**src/design/ctc_pkg.sv**
```systemverilog
// Package of constants for the camera trigger control block
package ctc_pkg;
    // Register byte offsets
    localparam logic [7:0] CTC_CTRL_OFS    = 8'h00;
    localparam logic [7:0] CTC_SOURCE_OFS  = 8'h04;
    localparam logic [7:0] CTC_ROWS_OFS    = 8'h08;
    localparam logic [7:0] CTC_IMAGES_OFS  = 8'h0c;
    localparam logic [7:0] CTC_HEIGHT_OFS  = 8'h10;
    localparam logic [7:0] CTC_COMMAND_OFS = 8'h14;
    localparam logic [7:0] CTC_STATUS_OFS  = 8'h18;
    // Control register fields
    localparam int CTC_TYPE_BIT      = 0;
    localparam int CTC_EN_ROW_BIT    = 1;
    localparam int CTC_EN_IMAGE_BIT  = 2;
    localparam int CTC_MULTI_BIT     = 3;
    localparam int CTC_OVL_LSB       = 4;
    // Source register fields
    localparam int CTC_ORIGIN_LSB    = 0;
    localparam int CTC_QUAL_LSB      = 4;
    // Status register fields
    localparam int CTC_ST_ACTIVE_BIT = 0;
    localparam int CTC_ST_ISROW_BIT  = 1;
    localparam int CTC_ST_PEND_BIT   = 2;
    localparam int CTC_ST_BADSRC_BIT = 3;
    localparam int CTC_ST_EXP_BIT    = 4;
    // Reset values
    localparam logic [15:0] CTC_ROWS_RST   = 16'h0001;
    localparam logic [15:0] CTC_IMAGES_RST = 16'h0001;
    localparam logic [15:0] CTC_HEIGHT_RST = 16'h0400;
    localparam logic [1:0]  AXI_OKAY   = 2'h0;
    localparam logic [1:0]  AXI_SLVERR = 2'h2;

    typedef enum logic { single_row_capture, single_image_capture } ctc_trig_type;
    typedef enum logic [1:0] { input_pin_one, input_pin_two, shaft_position_source,
                               ctc_origin_none } ctc_origin_type;
    typedef enum logic [1:0] { posedge_valid, both_edges_valid, active_high_valid,
                               active_low_valid } ctc_qual_type;
    typedef enum logic [1:0] { ctc_overlap_off, ctc_overlap_readout,
                               latch_during_prior_row, ctc_overlap_rsvd } ctc_overlap_type;
endpackage

```
**src/design/ctc_qualify.sv**
```systemverilog
// Synchroniser and edge or level qualifier for one trigger input
`timescale 1ns/1ns
`default_nettype none
module ctc_qualify (
    input  wire logic       clk,      // Clock
    input  wire logic       resetn,   // Sync reset, active low
    input  wire logic       pin,      // Raw trigger input
    input  wire logic [1:0] mode,     // Qualify mode
    output logic            fire      // Qualified trigger; one cycle in edge modes, held while valid in level modes
);
    logic sync1_reg, sync2_reg, last_reg, fire_reg;
    logic sync1_next, sync2_next, last_next, fire_next;

    always_comb begin
        sync1_next = pin;
        sync2_next = sync1_reg;
        last_next  = sync2_reg;
        unique case (ctc_pkg::ctc_qual_type'(mode))
            ctc_pkg::posedge_valid:     fire_next = sync2_reg & ~last_reg;
            ctc_pkg::both_edges_valid:  fire_next = sync2_reg ^ last_reg;
            ctc_pkg::active_high_valid: fire_next = sync2_reg;
            ctc_pkg::active_low_valid:  fire_next = ~sync2_reg;
        endcase
    end

    // Two stages before any look at the level; edge pulses last one cycle
    always_ff @(posedge clk) begin
        if (!resetn) begin
            sync1_reg <= 1'b0;
            sync2_reg <= 1'b0;
            last_reg  <= 1'b0;
            fire_reg  <= 1'b0;
        end else begin
            sync1_reg <= sync1_next;
            sync2_reg <= sync2_next;
            last_reg  <= last_next;
            fire_reg  <= fire_next;
        end
    end

    assign fire = fire_reg;
endmodule
`default_nettype wire

```
**src/design/ctc_top.sv**
```systemverilog
// Camera trigger control with AXI4-Lite registers
//
// Contract
// - Selector picks row or image trigger type
// - Image trigger captures image height rows
// - Per-type enable; off means trigger ignored (the host command still triggers with the enable off)
// - Images per trigger, only in multi-image
// - Each row trigger captures programmed row count
// - Host command triggers regardless of origin
// - Origin drives capture only when enabled
// - Origins: pin one, pin two, shaft encoder
// - Origin validated against trigger type
// - Qualify applies only to external pins
// - Posedge mode: rising transition is trigger
// - Both-edges mode: every transition triggers
// - Active-high mode: valid while high
// - Active-low mode: valid while low
// - Overlap policy accepts or latches triggers
// - Off rejects; readout accepts after exposure
// - Prior-row option latches, applies afterwards
//
// Local design decisions: register access over AXI4-Lite and the register addresses.
`timescale 1ns/1ns
`default_nettype none
module ctc_top #(
    parameter int CNT_W = 16
) (
    input  wire logic        clk,           // Clock, 250 MHz
    input  wire logic        resetn,        // Sync reset, active low
    input  wire logic [7:0]  s_axi_awaddr,  // Write address
    input  wire logic        s_axi_awvalid, // Write address valid
    output logic             s_axi_awready, // Write address ready
    input  wire logic [31:0] s_axi_wdata,   // Write data
    input  wire logic [3:0]  s_axi_wstrb,   // Write strobes
    input  wire logic        s_axi_wvalid,  // Write data valid
    output logic             s_axi_wready,  // Write data ready
    output logic [1:0]       s_axi_bresp,   // Write response
    output logic             s_axi_bvalid,  // Write response valid
    input  wire logic        s_axi_bready,  // Write response ready
    input  wire logic [7:0]  s_axi_araddr,  // Read address
    input  wire logic        s_axi_arvalid, // Read address valid
    output logic             s_axi_arready, // Read address ready
    output logic [31:0]      s_axi_rdata,   // Read data
    output logic [1:0]       s_axi_rresp,   // Read response
    output logic             s_axi_rvalid,  // Read data valid
    input  wire logic        s_axi_rready,  // Read data ready
    input  wire logic        input_pin_one, // External trigger pin one
    input  wire logic        input_pin_two, // External trigger pin two
    input  wire logic        shaft_pulse,   // Encoder output pulse
    input  wire logic        row_done,      // Sequencer: current row finished
    input  wire logic        exposure_done, // Sequencer: exposure ended
    output logic             row_start,     // Pulse: start one row
    output logic             active         // Capture in progress
);
    // Register state
    logic             type_reg, en_row_reg, en_img_reg, multi_reg;
    logic [1:0]       ovl_reg, origin_reg, qual_reg;
    logic [CNT_W-1:0] rows_reg, images_reg, height_reg;
    logic             type_next, en_row_next, en_img_next, multi_next;
    logic [1:0]       ovl_next, origin_next, qual_next;
    logic [CNT_W-1:0] rows_next, images_next, height_next;
    logic             sw_reg, sw_next;
    // Bus state
    logic             aw_got_reg, w_got_reg, bvalid_reg, rvalid_reg;
    logic             aw_got_next, w_got_next, bvalid_next, rvalid_next;
    logic [7:0]       awaddr_reg, awaddr_next;
    logic [31:0]      wdata_reg, wdata_next, rdata_reg, rdata_next;
    logic [3:0]       wstrb_reg, wstrb_next;
    logic [1:0]       bresp_reg, bresp_next, rresp_reg, rresp_next;
    // Sequencer state
    typedef enum logic [1:0] { ctc_idle, ctc_wait_row, ctc_issue } ctc_seq_type;
    ctc_seq_type      st_reg, st_next;
    logic [CNT_W-1:0] row_cnt_reg, row_cnt_next, img_cnt_reg, img_cnt_next;
    logic             pend_reg, pend_next, exp_reg, exp_next;
    logic             start_reg, start_next, active_reg, active_next;

    logic [2:0] fire;
    logic       pin_fire, origin_ok, trig_en, trig;

    // One qualifier per source so each keeps its own edge history
    ctc_qualify u_q1 (.clk(clk), .resetn(resetn), .pin(input_pin_one),
                      .mode(qual_reg), .fire(fire[0]));
    ctc_qualify u_q2 (.clk(clk), .resetn(resetn), .pin(input_pin_two),
                      .mode(qual_reg), .fire(fire[1]));
    // Encoder is already a pulse train: fixed rising-edge
    ctc_qualify u_q3 (.clk(clk), .resetn(resetn), .pin(shaft_pulse),
                      .mode(ctc_pkg::posedge_valid), .fire(fire[2]));

    always_comb begin
        // Encoder is a row source only
        unique case (ctc_pkg::ctc_origin_type'(origin_reg))
            ctc_pkg::input_pin_one:         origin_ok = 1'b1;
            ctc_pkg::input_pin_two:         origin_ok = 1'b1;
            ctc_pkg::shaft_position_source: origin_ok = (type_reg == 1'b0);
            ctc_pkg::ctc_origin_none:       origin_ok = 1'b0;
        endcase
        // Index three is never used: origin_ok masks it
        pin_fire = origin_ok & fire[origin_reg];
        trig_en  = type_reg ? en_img_reg : en_row_reg;
        trig     = sw_reg | (trig_en & pin_fire);
    end

    // Register bus
    logic        wr_go, rd_go, wr_bad;
    logic [31:0] wmask, rword;
    always_comb begin
        aw_got_next = aw_got_reg;
        w_got_next  = w_got_reg;
        awaddr_next = awaddr_reg;
        wdata_next  = wdata_reg;
        wstrb_next  = wstrb_reg;
        bvalid_next = bvalid_reg;
        bresp_next  = bresp_reg;
        rvalid_next = rvalid_reg;
        rdata_next  = rdata_reg;
        rresp_next  = rresp_reg;
        type_next = type_reg;    en_row_next = en_row_reg;
        en_img_next = en_img_reg; multi_next = multi_reg;
        ovl_next = ovl_reg;      origin_next = origin_reg;
        qual_next = qual_reg;    rows_next = rows_reg;
        images_next = images_reg; height_next = height_reg;
        // Host trigger lasts one cycle and bypasses enable and origin
        sw_next = 1'b0;
        wr_bad = 1'b0;
        if (s_axi_awvalid && !aw_got_reg) begin
            aw_got_next = 1'b1;
            awaddr_next = s_axi_awaddr;
        end
        if (s_axi_wvalid && !w_got_reg) begin
            w_got_next = 1'b1;
            wdata_next = s_axi_wdata;
            wstrb_next = s_axi_wstrb;
        end
        // Commit only with both halves held and no answer still pending
        wr_go = aw_got_reg && w_got_reg && !bvalid_reg;
        wmask = {{8{wstrb_reg[3]}}, {8{wstrb_reg[2]}}, {8{wstrb_reg[1]}}, {8{wstrb_reg[0]}}};
        if (wr_go) begin
            aw_got_next = 1'b0;
            w_got_next  = 1'b0;
            bvalid_next = 1'b1;
            unique case (awaddr_reg)
                ctc_pkg::CTC_CTRL_OFS: begin
                    if (wmask[0]) begin
                        type_next   = wdata_reg[ctc_pkg::CTC_TYPE_BIT];
                        en_row_next = wdata_reg[ctc_pkg::CTC_EN_ROW_BIT];
                        en_img_next = wdata_reg[ctc_pkg::CTC_EN_IMAGE_BIT];
                        multi_next  = wdata_reg[ctc_pkg::CTC_MULTI_BIT];
                        ovl_next    = wdata_reg[ctc_pkg::CTC_OVL_LSB +: 2];
                    end
                end
                ctc_pkg::CTC_SOURCE_OFS: begin
                    if (wmask[0]) begin
                        origin_next = wdata_reg[ctc_pkg::CTC_ORIGIN_LSB +: 2];
                        qual_next   = wdata_reg[ctc_pkg::CTC_QUAL_LSB +: 2];
                    end
                end
                ctc_pkg::CTC_ROWS_OFS:
                    rows_next = (rows_reg & ~wmask[CNT_W-1:0]) | (wdata_reg[CNT_W-1:0] & wmask[CNT_W-1:0]);
                ctc_pkg::CTC_IMAGES_OFS:
                    images_next = (images_reg & ~wmask[CNT_W-1:0]) | (wdata_reg[CNT_W-1:0] & wmask[CNT_W-1:0]);
                ctc_pkg::CTC_HEIGHT_OFS:
                    height_next = (height_reg & ~wmask[CNT_W-1:0]) | (wdata_reg[CNT_W-1:0] & wmask[CNT_W-1:0]);
                ctc_pkg::CTC_COMMAND_OFS:
                    sw_next = wmask[0] & wdata_reg[0];
                ctc_pkg::CTC_STATUS_OFS: ;
                default: wr_bad = 1'b1;
            endcase
            bresp_next = wr_bad ? ctc_pkg::AXI_SLVERR : ctc_pkg::AXI_OKAY;
        end else if (bvalid_reg && s_axi_bready) begin
            bvalid_next = 1'b0;
        end
        // Unmapped or unaligned reads answer an error with zero data
        rword = 32'h0000_0000;
        rd_go = s_axi_arvalid && !rvalid_reg;
        rresp_next = rresp_reg;
        unique case (s_axi_araddr)
            ctc_pkg::CTC_CTRL_OFS:   rword = {26'h0, ovl_reg, multi_reg, en_img_reg,
                                              en_row_reg, type_reg};
            ctc_pkg::CTC_SOURCE_OFS: rword = {26'h0, qual_reg, 2'h0, origin_reg};
            ctc_pkg::CTC_ROWS_OFS:   rword[CNT_W-1:0] = rows_reg;
            ctc_pkg::CTC_IMAGES_OFS: rword[CNT_W-1:0] = images_reg;
            ctc_pkg::CTC_HEIGHT_OFS: rword[CNT_W-1:0] = height_reg;
            ctc_pkg::CTC_COMMAND_OFS: rword = 32'h0000_0000;
            ctc_pkg::CTC_STATUS_OFS: rword = {27'h0, exp_reg, ~origin_ok, pend_reg,
                                              (st_reg != ctc_idle) & ~type_reg, active_reg};
            default: rword = 32'h0000_0000;
        endcase
        if (rd_go) begin
            rvalid_next = 1'b1;
            rdata_next  = rword;
            rresp_next  = (s_axi_araddr > ctc_pkg::CTC_STATUS_OFS || s_axi_araddr[1:0] != 2'h0)
                          ? ctc_pkg::AXI_SLVERR : ctc_pkg::AXI_OKAY;
        end else if (rvalid_reg && s_axi_rready) begin
            rvalid_next = 1'b0;
        end
    end

    // Capture sequencer
    always_comb begin
        st_next      = st_reg;
        row_cnt_next = row_cnt_reg;
        img_cnt_next = img_cnt_reg;
        pend_next    = pend_reg;
        exp_next     = exp_reg;
        start_next   = 1'b0;
        active_next  = active_reg;
        unique case (st_reg)
            ctc_idle: begin
                if (trig || pend_reg) begin
                    pend_next   = 1'b0;
                    active_next = 1'b1;
                    exp_next    = 1'b0;
                    // Image: height rows times image count in multi-image, else one image; row: row count
                    row_cnt_next = type_reg ? height_reg : rows_reg;
                    img_cnt_next = (type_reg && multi_reg) ? images_reg : CNT_W'(1);
                    st_next = ctc_issue;
                end
            end
            ctc_issue: begin
                start_next = 1'b1;
                exp_next   = 1'b0;
                // A trigger in the launch cycle still overlaps this row
                if (trig && !type_reg && ovl_reg == 2'(ctc_pkg::latch_during_prior_row))
                    pend_next = 1'b1;
                st_next    = ctc_wait_row;
            end
            ctc_wait_row: begin
                if (exposure_done)
                    exp_next = 1'b1;
                // Overlap: off rejects; readout after exposure; prior-row any time
                if (trig && !type_reg) begin
                    if (ovl_reg == 2'(ctc_pkg::latch_during_prior_row))
                        pend_next = 1'b1;
                    else if (ovl_reg == 2'(ctc_pkg::ctc_overlap_readout) && (exp_reg || exposure_done))
                        pend_next = 1'b1;
                end // image triggers and overlap off are dropped here
                // Last row of the last image ends the burst
                if (row_done) begin
                    if (row_cnt_reg > CNT_W'(1)) begin
                        row_cnt_next = row_cnt_reg - CNT_W'(1);
                        st_next = ctc_issue;
                    end else if (img_cnt_reg > CNT_W'(1)) begin
                        img_cnt_next = img_cnt_reg - CNT_W'(1);
                        row_cnt_next = height_reg;
                        st_next = ctc_issue;
                    end else begin
                        active_next = 1'b0;
                        st_next = ctc_idle;
                    end
                end
            end
            default: st_next = ctc_idle;
        endcase
    end

    always_ff @(posedge clk) begin
        if (!resetn) begin
            type_reg <= 1'b0;   en_row_reg <= 1'b0;  en_img_reg <= 1'b0;
            multi_reg <= 1'b0;  ovl_reg <= 2'h0;     origin_reg <= 2'h0;
            qual_reg <= 2'h0;   sw_reg <= 1'b0;
            // Package values are 16 bits; sized to the counter width
            rows_reg <= CNT_W'(ctc_pkg::CTC_ROWS_RST);
            images_reg <= CNT_W'(ctc_pkg::CTC_IMAGES_RST);
            height_reg <= CNT_W'(ctc_pkg::CTC_HEIGHT_RST);
            aw_got_reg <= 1'b0; w_got_reg <= 1'b0;  awaddr_reg <= 8'h00;
            wdata_reg <= 32'h0; wstrb_reg <= 4'h0;  bvalid_reg <= 1'b0;
            bresp_reg <= 2'h0;  rvalid_reg <= 1'b0; rdata_reg <= 32'h0;
            rresp_reg <= 2'h0;
            st_reg <= ctc_idle; row_cnt_reg <= '0;  img_cnt_reg <= '0;
            pend_reg <= 1'b0;   exp_reg <= 1'b0;
            start_reg <= 1'b0;  active_reg <= 1'b0;
        end else begin
            type_reg <= type_next;     en_row_reg <= en_row_next;
            en_img_reg <= en_img_next; multi_reg <= multi_next;
            ovl_reg <= ovl_next;       origin_reg <= origin_next;
            qual_reg <= qual_next;     sw_reg <= sw_next;
            rows_reg <= rows_next;     images_reg <= images_next;
            height_reg <= height_next;
            aw_got_reg <= aw_got_next; w_got_reg <= w_got_next;
            awaddr_reg <= awaddr_next; wdata_reg <= wdata_next;
            wstrb_reg <= wstrb_next;   bvalid_reg <= bvalid_next;
            bresp_reg <= bresp_next;   rvalid_reg <= rvalid_next;
            rdata_reg <= rdata_next;   rresp_reg <= rresp_next;
            st_reg <= st_next;         row_cnt_reg <= row_cnt_next;
            img_cnt_reg <= img_cnt_next;
            pend_reg <= pend_next;     exp_reg <= exp_next;
            start_reg <= start_next;   active_reg <= active_next;
        end
    end

    // Each ready drops while its channel holds an item
    assign s_axi_awready = ~aw_got_reg;
    assign s_axi_wready  = ~w_got_reg;
    assign s_axi_bvalid  = bvalid_reg;
    assign s_axi_bresp   = bresp_reg;
    assign s_axi_arready = ~rvalid_reg;
    assign s_axi_rvalid  = rvalid_reg;
    assign s_axi_rdata   = rdata_reg;
    assign s_axi_rresp   = rresp_reg;
    assign row_start     = start_reg;
    assign active        = active_reg;
endmodule
`default_nettype wire

```
**config.mk**
```make
export PLATFORM = sky130hd
export DESIGN_NAME = ctc_top
export DESIGN_NICKNAME = d
export VERILOG_FILES = /design/src/design/ctc_pkg.sv /design/src/design/ctc_qualify.sv /design/src/design/ctc_top.sv
export SDC_FILE = /design/constraint.sdc
export NUM_CORES = 1
export LEC_CHECK = 0
export ABC_AREA = 1
export BUFFER_PORTS_ARGS = -buffer_cell sky130_fd_sc_hd__buf_4
export CAP_MARGIN = 25
export CORE_ASPECT_RATIO = 2
export CORE_MARGIN = 2
export CORE_UTILIZATION = 52
export CTS_CLUSTER_DIAMETER = 150
export DETAILED_ROUTE_END_ITERATION = 8
export PLACE_DENSITY = 0.76
export SLEW_MARGIN = 20
export SYNTH_ARGS = -nofsm -noshare
export SYNTH_HDL_FRONTEND = slang
export SYNTH_SLANG_ARGS = --single-unit
export TNS_END_PERCENT = 100
```
**constraint.sdc**
```tcl
create_clock -name clk -period 1.7 [get_ports clk]
set_clock_uncertainty 0.15 [all_clocks]
set_input_delay 0.085 -clock clk [delete_from_list [all_inputs] [get_ports clk]]
set_output_delay 0.085 -clock clk [all_outputs]
set_load 0.02 [all_outputs]
```
==> qor.yml <==
power:
  switchingPower_mw: 6.57
  finalPower_mw: 16.0
  power_leakage_nw: 5.37
  p_clk_share_pct: 23.5
  p_sw_share_pct: 41.1
  ir_drop_mv: 1.18
  sequentialPowerShare_pct: 27.2
  internal-power_mw: 9.42
  powerDensity_mw_per_mm2: 1330
  combPwrFrac_pct: 49.3
outcome:
  outcome: "complete, but fails checks"
  failed_checks: "setup timing"
run:
  cap_violations: 0
clock_tree:
  root_buffer: "clkbuf_16"
  clk_pin_slew_ns: 0.06
  cts_buffers: 17
  clock_latency_ns: 0.45
  clkSinkCount: 157
  ctsLongestPathBuffers: 2
  cts_tree: "yes"
  h-tree-depth: 4
grt:
  antenna_found_initial: 0
  grt.total_usage_pct: 33.7
  grt_pass1_vias: 9165
  overflow: 0
  grt_max_degree: 105
  grt_first_pass_wirelength_um: 44300
final_layout:
  areaGrowthSynthToFinish_pct: 46.4
  layout_common_cells: "240 x nand2_1, 212 x buf_4, 141 x nor2_1"
  multi_input_area_mm2: 0.00492
  layout-drive-gt1-share_pct: 30.8
  fin_util_pct: 78.0
  fill_cells: 1012
  n_antenna_cell: 0
  regArea_mm2: 0.00318
  layout_commonest_cell: "nand2_1"
  final_nets: 1559
drt:
  routed_wl_um: 32900
  vias: 9831
  dr.max_layer_used: "met4"
  met3_length_um: 1870
  avgRoutedWirePerCell_um: 19.4
  drt_iter0_markers: 956
  ant_nets: 0
  dr.pass1.iters: 8
  drc: 0
  vias_per_cell: 5.80
  route.met2.wl_um: 17200
  wl_met1_um: 10400
die:
  fp.dieW_um: 92.8
  die_height_um: 182
  ioPinCount: 107
  core_area_mm2: 0.0154
  dieArea_mm2: 0.0168
  start_util_pct: 53.3
  num_rows: 64
placed_design:
  gp_congestion: 0.962
  numPortBuffers: 70
  hpwlAfterDp_um: 19400
yosys:
  yosys.area_share.simple_pct: 32.3
  yosysSeqAreaShare_pct: 38.4
  netlist_area_mm2: 0.00819
  synth_compound_area_share_pct: 15.9
  synth_top_area_cell: "dfxtp_1"
  synth_top_area_share_pct: 38.4
  muxShareOfSynthArea_pct: 0
  ys_top_cells_by_area: "dfxtp_1 38%, nand2_1 12%, nor2_1 8.3%"
  synth_top_family_by_area: "simple AND/OR/NAND/NOR gates"
  syn_inst: 1224
  synthAdderAreaFrac_pct: 1.68
  syn-mean-instance-area_um2: 6.69
  synthDistinctLibCells: 42
  ys_warn_count: 0
  synth_seq_cells: 157
  synthXorXnorAreaFrac_pct: 1.18
sta:
  relSlewSlack_pct: 59.9
  final_hold_viol_count: 0
  worst_slack_ns: -0.257
  fin_hold_ws_ns: 0.102
  fin_crit_ns: 1.96
  drv_slew: 0
  fmax_mhz: 511
  grt_setup_unrepaired: "yes"
  tightest_slew_ns: 0.596
  setup_viol_count_final: 96
  fin_crit_sh_pct: 115
critical_path:
  crit_fanout: 8
  arrival_ns: 2.15
  critPathLaunchType: "flop"
  crit_start: "awaddr_reg[4]"
  r2r-start: "awaddr_reg[4]"
  critPathKind: "reg -> reg"
  crit_required_ns: 1.89
  cp-end-kind: "flop"
min_path:
  hp-class: "in -> reg"
  hp-start: "s_axi_araddr[6]"
power groups by stage:
stage	registers (mW)	logic [mW]	clock network [mW]
after floorplan	4.32	3.88	0
after global placement	4.30	6.08	0
after detailed placement	4.31	6.19	0
after CTS	4.27	6.79	3.72
after global routing	4.38	8.45	3.90
final	4.36	7.88	3.76
logic make-up (layout without fill, tap and decap cells):
logic type	Yosys count	after routing
AO/OA/AOI/OAI	238	238
XOR/XNOR	11	11
adder cells (fa/ha/maj)	11	11
buffers and inverters	200	455
flip-flops	157	157
other	1	18
AND/OR/NAND/NOR	606	607
per-layer routing:
| layer | up-vias | GRT usage, % |
|---|---|---|
| met5 | - | 0 |
| met4 | 0 | 29.4 |
| met3 | 245 | 5.81 |
| met2 | 586 | 61.5 |
| met1 | 4539 | 31.1 |
| li1 | 4461 | - |
metrics by stage:
stage	setup slack, ns	std cells	TNS, ns	cell area [um^2]
4_1_cts	-0.0644	1662	-0.547	11100
6_report	-0.257	1695	-11.13	12000
3_5_place_dp	-0.176	1574	-6.34	9820
3_3_place_gp	-0.113	1574	-4.07	9820
2_1_floorplan	-0.0465	1241	-0.212	8320
5_1_grt	-0.269	1695	-16.22	12000
final cells by class:
type	count	share of cell area, %
multi-input cells	885	41.0
flip-flops and latches	157	26.5
repair buffers	290	21.3
inverters	133	4.40
clock buffers	18	3.58
well taps	198	2.07
clock inverters	14	1.13
Yosys cell counts:
master	number
nor2_1	182
buf_4	21
o21ai_0	115
nand2_2	8
buf_6	3
nor2_8	1
xor2_1	10
clkinv_1	3
o21bai_1	1
buf_1	6
o211ai_1	6
o31ai_1	2
a21oi_1	83
dfxtp_1	157
nand2_4	4
inv_2	1
buf_2	10
nor3_2	4
xnor2_1	1
o21a_1	2
a221oi_1	1
inv_1	129
nand3_1	119
nand3_2	3
conb_1	1
nor2_4	5
nand3b_1	1
a211oi_1	20
o22ai_1	1
or2_2	1
a31oi_1	2
o221ai_1	4
nor3_1	3
a21oi_4	1
nor3_4	2
nor2_2	6
nand4_2	1
clkbuf_1	27
ha_1	11
nor4_1	1
nand2_1	260
nand4_1	5
critical path, cell delays in order, from the launching register on:
cell and delay [ns]:
dfxtp_1 0.33, inv_1 0.12, nand4_4 0.13, buf_6 0.15, buf_6 0.12, nor3_4 0.35, buf_12 0.19, nor2_4 0.04
a211oi_2 0.26
final timing paths:
kind / end / slack (ns) / depth (start not counted)
max: flop / -0.26 / 8
min: s_axi_rresp[1] / 0.10 / 6
max reg2reg: flop / -0.26 / 8
min reg2reg: u_q1.last_next / 0.27 / 2
repair_timing:
| action | 4_1_cts | 5_1_grt |
|---|---|---|
| hold buffers | 40 | 0 |
| gates cloned | 1 | 5 |
| setup buffers | 16 | 29 |
| pin swaps | 26 | 64 |
| endpoints found under the hold margin | 43 | 0 |
| endpoints found under the setup margin | 69 | 98 |
| resized for setup | 62 | 184 |
(Power assumes the default switching activity.)
